===== config.mk =====
export PLATFORM = sky130hd
export DESIGN_NAME = amgc_top
export DESIGN_NICKNAME = d
export VERILOG_FILES = /design/src/core/amgc_pkg.sv /design/src/core/amgc_gain_decode.sv /design/src/core/amgc_top.sv
export SDC_FILE = /design/constraint.sdc
export NUM_CORES = 1
export LEC_CHECK = 0
export BUFFER_PORTS_ARGS = -buffer_cell sky130_fd_sc_hd__clkbuf_2
export CORE_MARGIN = 2
export CORE_UTILIZATION = 28
export DETAILED_ROUTE_END_ITERATION = 10
export SYNTH_ARGS = -nofsm -noshare
export SYNTH_HDL_FRONTEND = slang
export SYNTH_SLANG_ARGS = --single-unit

===== constraint.sdc =====
create_clock -name hclk -period 2.68 [get_ports hclk]
set_clock_uncertainty 0.2 [all_clocks]
set_input_delay 0.536 -clock hclk [delete_from_list [all_inputs] [get_ports hclk]]
set_output_delay 0.536 -clock hclk [all_outputs]
set_load 0.02 [all_outputs]

===== src/core/amgc_pkg.sv =====
package amgc_pkg;

  // Register byte addresses on the AHB-Lite slave.
  localparam logic [7:0] AMGC_CTRL_ADDR  = 8'h00;
  localparam logic [7:0] AMGC_CFG_ADDR   = 8'h04;
  localparam logic [7:0] AMGC_CHSEL_ADDR = 8'h08;
  localparam logic [7:0] AMGC_PAIR_ADDR  = 8'h0C;
  localparam logic [7:0] AMGC_STAT_ADDR  = 8'h10;

  // Field layout.
  localparam int AMGC_EN_BIT    = 7;
  localparam int AMGC_START_BIT = 4;
  localparam int AMGC_GAIN_W    = 3;
  localparam int AMGC_CHAN_W    = 4;
  localparam int AMGC_PAIR_W    = 4;
  localparam int AMGC_DATA_W    = 10;

  // Reset values.
  localparam logic [2:0] AMGC_GAIN_RST = 3'h0;
  localparam logic [3:0] AMGC_CHAN_RST = 4'h0;
  localparam logic [3:0] AMGC_PAIR_RST = 4'h0;

  // Decoded amplifier settings.
  typedef enum logic [2:0]
  {
    AMGC_G1,
    AMGC_G2,
    AMGC_G4,
    AMGC_G8,
    AMGC_G16,
    AMGC_GHALF
  } amgc_gain_e;

  // Converter timing: 100 ksps at 250 MHz.
  localparam int AMGC_RATE_KSPS   = 100;
  localparam int AMGC_CLK_MHZ     = 250;
  localparam int AMGC_CONV_CYCLES =
    (AMGC_CLK_MHZ * 1000) / AMGC_RATE_KSPS;

  // AHB-Lite codes.
  localparam logic [1:0] AMGC_HTRANS_NONSEQ = 2'h2;
  localparam logic [1:0] AMGC_HTRANS_SEQ    = 2'h3;

endpackage


===== src/core/amgc_gain_decode.sv =====
`timescale 1ns/10ps
module amgc_gain_decode
  import amgc_pkg::*;
(
  // Field in.
  input  wire logic [AMGC_GAIN_W-1:0] gain_select_field,
  // Decoded gain out.
  output amgc_gain_e                  gain
);

  always_comb
  begin
    unique case (gain_select_field)
      3'h0:    gain = AMGC_G1;
      3'h1:    gain = AMGC_G2;
      3'h2:    gain = AMGC_G4;
      3'h3:    gain = AMGC_G8;
      3'h4,
      3'h5:    gain = AMGC_G16;
      default: gain = AMGC_GHALF;
    endcase
  end

endmodule


===== src/core/amgc_top.sv =====
// What this block does
// - The converter, track-and-hold and amplifier run only while enabled.
// - With the enable bit clear the whole subsystem is held shut down.
// - The multiplexer offers eight external inputs and a temperature sensor.
// - Each adjacent input pair is single-ended or differential on its own.
// - Pair configuration may change at any time without a reset.
// - After reset every input pair is single-ended.
// - The amplifier gain follows the three-bit gain select field.
// - Gains of 0.5, 2, 4, 8 and 16 are offered besides unity.
// - Reset sets the gain select field to unity gain.
// - The temperature sensor passes through the amplifier at the set gain.
// - Results are 10-bit and conversions run at up to 100 ksps.
// - Gain codes 000,001,010,011,10x,11x give 1,2,4,8,16,0.5.
// - Pair bits 0 to 3 select differential pairs with the even input positive.
// - Channel codes 0000 to 0111 pick external inputs, 1xxx the sensor.
// - Differential results are delivered in two's complement.
`timescale 1ns/10ps
module amgc_top
  import amgc_pkg::*;
#(
  parameter int CONV_CYCLES = AMGC_CONV_CYCLES
)
(
  // Clock and reset.
  input  wire logic                   hclk,
  input  wire logic                   hresetn,
  // AHB-Lite slave.
  input  wire logic                   hsel,
  input  wire logic [7:0]             haddr,
  input  wire logic [1:0]             htrans,
  input  wire logic                   hwrite,
  input  wire logic [2:0]             hsize,
  input  wire logic [31:0]            hwdata,
  input  wire logic                   hready,
  output logic      [31:0]            hrdata,
  output logic                        hreadyout,
  output logic                        hresp,
  // Analog front-end controls.
  output logic                        analog_power_on,
  output logic                        analog_shutdown,
  output logic      [AMGC_CHAN_W-1:0] mux_pos_sel,
  output logic                        mux_neg_valid,
  output logic      [AMGC_CHAN_W-1:0] mux_neg_sel,
  output logic                        temp_sensor_sel,
  output amgc_gain_e                  amp_gain,
  output logic                        track_hold,
  // Successive approximation core.
  input  wire logic                   sar_compare,
  output logic      [AMGC_DATA_W-1:0] sar_trial,
  output logic      [AMGC_DATA_W-1:0] result_data,
  output logic                        result_diff,
  output logic                        conv_busy
);

  // ****************************************************************
  // Bus slave
  // ****************************************************************

  logic                   wr_pend_r;
  logic [7:0]             addr_r;
  logic                   en_r;
  logic [AMGC_GAIN_W-1:0] gain_r;
  logic [AMGC_CHAN_W-1:0] chan_r;
  logic [AMGC_PAIR_W-1:0] pair_r;
  logic                   start_r;
  logic                   cmp_s1_r;
  logic                   cmp_s2_r;
  logic                   go;

  assign go = hsel && hready && (htrans == AMGC_HTRANS_NONSEQ ||
    htrans == AMGC_HTRANS_SEQ);
  assign hreadyout = 1'b1;
  assign hresp     = 1'b0;

  always_ff @(posedge hclk or negedge hresetn)
  begin
    if (!hresetn)
    begin
      wr_pend_r <= 1'b0;
      addr_r    <= 8'h00;
    end
    else
    begin
      wr_pend_r <= go && hwrite;
      if (go)
      begin
        addr_r <= haddr;
      end
    end
  end

  always_ff @(posedge hclk or negedge hresetn)
  begin
    if (!hresetn)
    begin
      en_r   <= 1'b0;
      gain_r <= AMGC_GAIN_RST;
      chan_r <= AMGC_CHAN_RST;
      pair_r <= AMGC_PAIR_RST;
    end
    else if (wr_pend_r)
    begin
      unique case (addr_r)
        AMGC_CTRL_ADDR:  en_r   <= hwdata[AMGC_EN_BIT];
        AMGC_CFG_ADDR:   gain_r <= hwdata[AMGC_GAIN_W-1:0];
        AMGC_CHSEL_ADDR: chan_r <= hwdata[AMGC_CHAN_W-1:0];
        AMGC_PAIR_ADDR:  pair_r <= hwdata[AMGC_PAIR_W-1:0];
        default:         ;
      endcase
    end
  end

  // A write of 1 to the start bit, with the enable bit also 1 in the same write, launches one conversion.
  always_ff @(posedge hclk or negedge hresetn)
  begin
    if (!hresetn)
    begin
      start_r <= 1'b0;
    end
    else
    begin
      start_r <= wr_pend_r && addr_r == AMGC_CTRL_ADDR &&
        hwdata[AMGC_START_BIT] && hwdata[AMGC_EN_BIT];
    end
  end

  always_ff @(posedge hclk or negedge hresetn)
  begin
    if (!hresetn)
    begin
      hrdata <= 32'h0000_0000;
    end
    else if (go && !hwrite)
    begin
      unique case (haddr)
        AMGC_CTRL_ADDR:
          hrdata <= 32'({en_r, 2'b00, conv_busy, 4'h0});
        AMGC_CFG_ADDR:   hrdata <= 32'(gain_r);
        AMGC_CHSEL_ADDR: hrdata <= 32'(chan_r);
        AMGC_PAIR_ADDR:  hrdata <= 32'(pair_r);
        AMGC_STAT_ADDR:
          hrdata <= 32'({result_diff, 5'h00, result_data});
        default:         hrdata <= 32'h0000_0000;
      endcase
    end
  end

  // ****************************************************************
  // Latched conversion settings
  // ****************************************************************

  logic [AMGC_CHAN_W-1:0] cv_chan_r;
  logic [AMGC_PAIR_W-1:0] cv_pair_r;
  logic [AMGC_GAIN_W-1:0] cv_gain_r;
  logic [1:0]             pair_idx;
  logic                   cv_diff;

  // Settings are captured only at a conversion start.
  always_ff @(posedge hclk or negedge hresetn)
  begin
    if (!hresetn)
    begin
      cv_chan_r <= AMGC_CHAN_RST;
      cv_pair_r <= AMGC_PAIR_RST;
      cv_gain_r <= AMGC_GAIN_RST;
    end
    else if (start_r && !conv_busy)
    begin
      cv_chan_r <= chan_r;
      cv_pair_r <= pair_r;
      cv_gain_r <= gain_r;
    end
  end

  assign pair_idx = cv_chan_r[2:1];
  assign cv_diff  = !cv_chan_r[AMGC_CHAN_W-1] && cv_pair_r[pair_idx];

  amgc_gain_decode u_gain
  (
    .gain_select_field (cv_gain_r),
    .gain              (amp_gain)
  );

  always_comb
  begin
    temp_sensor_sel = cv_chan_r[AMGC_CHAN_W-1];
    mux_pos_sel     = cv_chan_r;
    mux_neg_sel     = cv_chan_r;
    mux_neg_valid   = 1'b0;
    if (cv_diff)
    begin
      mux_pos_sel   = {1'b0, cv_chan_r[2:1], 1'b0};
      mux_neg_sel   = {1'b0, cv_chan_r[2:1], 1'b1};
      mux_neg_valid = 1'b1;
    end
  end

  assign analog_power_on = en_r;
  assign analog_shutdown = !en_r;

  // ****************************************************************
  // Conversion sequencer
  // ****************************************************************

  typedef enum logic [1:0]
  {
    AMGC_IDLE,
    AMGC_TRACK,
    AMGC_CONV
  } amgc_state_e;

  amgc_state_e            state_r;
  logic [15:0]            cnt_r;
  logic [3:0]             bit_r;
  logic [AMGC_DATA_W-1:0] acc_r;
  logic [15:0]            step_len;

  assign step_len = 16'(CONV_CYCLES / (AMGC_DATA_W + 1));

  always_ff @(posedge hclk or negedge hresetn)
  begin
    if (!hresetn)
    begin
      cmp_s1_r <= 1'b0;
      cmp_s2_r <= 1'b0;
    end
    else
    begin
      cmp_s1_r <= sar_compare;
      cmp_s2_r <= cmp_s1_r;
    end
  end

  always_ff @(posedge hclk or negedge hresetn)
  begin
    if (!hresetn)
    begin
      state_r <= AMGC_IDLE;
      cnt_r   <= 16'h0000;
      bit_r   <= 4'h0;
      acc_r   <= '0;
    end
    else if (!en_r)
    begin
      state_r <= AMGC_IDLE;
    end
    else
    begin
      unique case (state_r)
        AMGC_IDLE:
          if (start_r)
          begin
            state_r <= AMGC_TRACK;
            cnt_r   <= 16'h0000;
          end
        AMGC_TRACK:
          if (cnt_r == step_len - 16'h0001)
          begin
            state_r <= AMGC_CONV;
            cnt_r   <= 16'h0000;
            bit_r   <= 4'(AMGC_DATA_W - 1);
            acc_r   <= '0;
          end
          else
          begin
            cnt_r <= cnt_r + 16'h0001;
          end
        AMGC_CONV:
          if (cnt_r == step_len - 16'h0001)
          begin
            cnt_r <= 16'h0000;
            acc_r[bit_r] <= cmp_s2_r;
            if (bit_r == 4'h0)
            begin
              state_r <= AMGC_IDLE;
            end
            else
            begin
              bit_r <= bit_r - 4'h1;
            end
          end
          else
          begin
            cnt_r <= cnt_r + 16'h0001;
          end
      endcase
    end
  end

  always_comb
  begin
    sar_trial = acc_r;
    if (state_r == AMGC_CONV)
    begin
      sar_trial[bit_r] = 1'b1;
    end
  end

  assign conv_busy  = state_r != AMGC_IDLE;
  assign track_hold = en_r && state_r != AMGC_CONV;

  // Differential codes are offset binary from the core; flip the MSB.
  always_ff @(posedge hclk or negedge hresetn)
  begin
    if (!hresetn)
    begin
      result_data <= '0;
      result_diff <= 1'b0;
    end
    else if (state_r == AMGC_CONV && bit_r == 4'h0 &&
      cnt_r == step_len - 16'h0001)
    begin
      result_diff <= cv_diff;
      result_data <= cv_diff ?
        {!acc_r[AMGC_DATA_W-1], acc_r[AMGC_DATA_W-2:1], cmp_s2_r} :
        {acc_r[AMGC_DATA_W-1:1], cmp_s2_r};
    end
  end

endmodule


==> results.cfg <==
[run_status]
outcome = completed

[job]
maxCapViolations = 0

[worst_setup_path]
worstPathArrival_ns = 1.86
r2r-start = cnt_r[0]
crit_type = register to output pin
setup.worst_path.end_class = output pin
r2r_setup_slack_ns = 0.21
worstPathRequired_ns = 1.94
critPathMaxFanout = 7
ff2ff_path_depth = 6
critPathLaunchType = register
cp-startpoint = bit_r[0]
r2r_end = acc_r[1]

[synth]
async_reset_ff_share_pct = 100
synth.area.top_cells = dfrtp_1 (49%), mux2_2 (10%), buf_4 (5.0%)
synth_area_sq_um = 4520
yosysTopAreaCellShare_pct = 49.2
synth_edf_count = 0
yosys.area.top_type = dfrtp_1
ys_ff_latch = 89
yosysWarnings = 0
avgSynthCellArea_sq_um = 10.9
yosysSeqAreaShare_pct = 49.2
yosysUniqueCellTypes = 56
netlist_instances = 416
synth_flop_cell = dfrtp_1
synth.top_cells.by_count = dfrtp_1 (89), nand2_1 (43), mux2_2 (40)
yosysMostFrequentCell = dfrtp_1

[floorplan]
num_io_pins = 123
core_sq_um = 15800
die_area_sq_um = 17200
rows = 46
die_h_um = 131
initial_core_util_pct = 28.6
die_w_um = 131

[place]
hpwlAfterDp_mm = 7.79
gp_congestion = 0.804
numPortBuffers = 69

[timing]
tightestPinTransition_ns = 0.769
slew_viol_final = 0
maxSlewHeadroom_pct = 48.7
post-route-period-util_pct = 96.8
tns_ns = 0
hold_viol = 0
fmax_ghz = 0.386
fin_crit_ns = 2.59
setup_viol = 0

[global_route]
grt_overflow = 0
grt_pass1_wl_mm = 17.0
gr-usage-all-layers_pct = 12.2
grt_max_degree = 46
antenna_found_initial = 0
grt_pass1_vias = 3233

[route]
drtAntennaViolNets = 0
dr.pass1.iters = 4
vias = 3262
drt-total-wl_mm = 10.2
drcViolationCount = 0
routed_via_density = 4.61
wl_per_cell_um = 14.5
drt_iter0_drc = 224

[clock_network]
cts_tree = built
clock_insertion_delay_worst_skew_ns = 0.34
cts_buffer_depth = 2
cts_sinks = 89
cts_hold_buf = 0
path_clk_slew_ns = 0.07
numCtsBuffers = 9
root_buffer = clkbuf_16
htreeDepth = 3

[final_layout]
synthToLayoutAreaGrowth_pct = 19.2
fin_nets = 547
diodes = 0
final_util_pct = 34.1
drive_above_1_share_pct = 32.0

[pwr]
power_leakage_nw = 2.58
power_density_nw_per_um2 = 761
ir_drop_uv = 356

[min_path]
hold_path.class = input pin to asynchronous set/reset pin
-- registers in the layout, indices dropped and copies added (netlist names) --
| signal | flops |
|---|---|
| acc_r | 10 |
| addr_r | 8 |
| analog_power_on | 1 |
| bit_r | 4 |
| chan_r | 4 |
| cmp_s1_r | 1 |
| cmp_s2_r | 1 |
| cnt_r | 16 |
| cv_chan_r | 4 |
| cv_gain_r | 3 |
| cv_pair_r | 4 |
| gain_r | 3 |
| hrdata | 11 |
| pair_r | 4 |
| result_data | 10 |
| result_diff | 1 |
| start_r | 1 |
| state_r | 2 |
| wr_pend_r | 1 |
-- cells by family after synthesis --
group,synth area share [%]
other,0.166
AND/OR/NAND/NOR,15.3
AO/OA/AOI/OAI,10.5
XOR/XNOR,2.13
flip-flops,49.2
adder cells (fa/ha/maj),2.77
buffers and inverters,7.85
multiplexers,12.0
-- worst max-delay path, cell delays in order (launching register included) --
cell and delay (ns):
dfrtp_2 0.42, inv_1 0.09, ha_1 0.23, nor4bb_4 0.17, buf_4 0.15, or2_2 0.28, clkbuf_2 0.16
-- cell usage in the layout (no fill, tap or decap), types with 5 or more instances in the layout --
master / Yosys / final
o311ai_0: 6 / 6
a21o_1: 5 / 5
mux2_2: 40 / 40
clkbuf_2: 0 / 68
or3_1: 5 / 5
dfrtp_1: 89 / 87
inv_1: 15 / 15
o21ai_0: 12 / 12
xor2_1: 8 / 8
nand2_1: 43 / 43
a22o_1: 9 / 9
nand2b_1: 9 / 8
ha_1: 10 / 10
clkbuf_16: 0 / 9
nor4_1: 5 / 5
conb_1: 2 / 23
buf_4: 30 / 13
nor2_1: 19 / 18
a21oi_1: 8 / 8
mux2i_1: 7 / 7
nand3_1: 19 / 19
-- per-stage QoR --
step | instances | hold slack (ns) | total power (W) | setup WS [ns] | cell area (sq um)
after CTS | 707 | 0.0229 | 0.00414 | 0.0119 | 5380
after global placement | 691 | 0.133 | 0.00267 | 0.285 | 5030
after global routing | 707 | 0.0355 | 0.00436 | -0.00418 | 5390
after detailed placement | 691 | 0.135 | 0.00270 | 0.194 | 5030
final | 707 | 0.00574 | 0.00410 | 0.0868 | 5390
after floorplan | 437 | 0.0404 | 0.00243 | 0.385 | 4600
-- final cells by class --
cell class	instances	area [sq um]
Clock buffer	11	253
Inverter	15	56.3
Tap cell	216	270
Timing Repair Buffer	82	458
Multi-Input combinational cell	289	2040
Fill cell	1596	10400
Clock inverter	5	85.1
Sequential cell	89	2230
-- routing by layer --
metal / part of all wire (%) / GRT usage (%) / vias to the layer above
li1: - / - / 1566
met1: 44 / 15.7 / 1602
met2: 49 / 20.4 / 86
met3: 5.9 / 3.32 / 8
met4: 0.85 / 3.08 / 0
met5: 0 / 0 / -
-- power breakdown --
group	switching [W]	internal, W	leakage, nW
Combinational	0.000696	0.000396	1.24
Clock	0.000528	0.000874	0.163
Sequential	0.000143	0.00146	1.18
-- worst max-delay path by stage --
stage | end | slack, ns | cells after the start
final | sar_trial[0] | 0.09 | 6
after global routing | sar_trial[0] | -0.004 | 6
after CTS | sar_trial[0] | 0.01 | 6
after detailed placement | acc_r[1] | 0.19 | 6
after global placement | bit_r[2] | 0.28 | 7
after floorplan | result_data[2] | 0.38 | 7
-- timing repair --
| item | 4_1_cts | 5_1_grt |
|---|---|---|
| resized for setup | 1 | 5 |
| setup endpoints to repair | 1 | 2 |
| endpoints found under the hold margin | 0 | 0 |
| buffers inserted | 0 | 0 |
No activity file was read; power rests on OpenSTA's default activity.
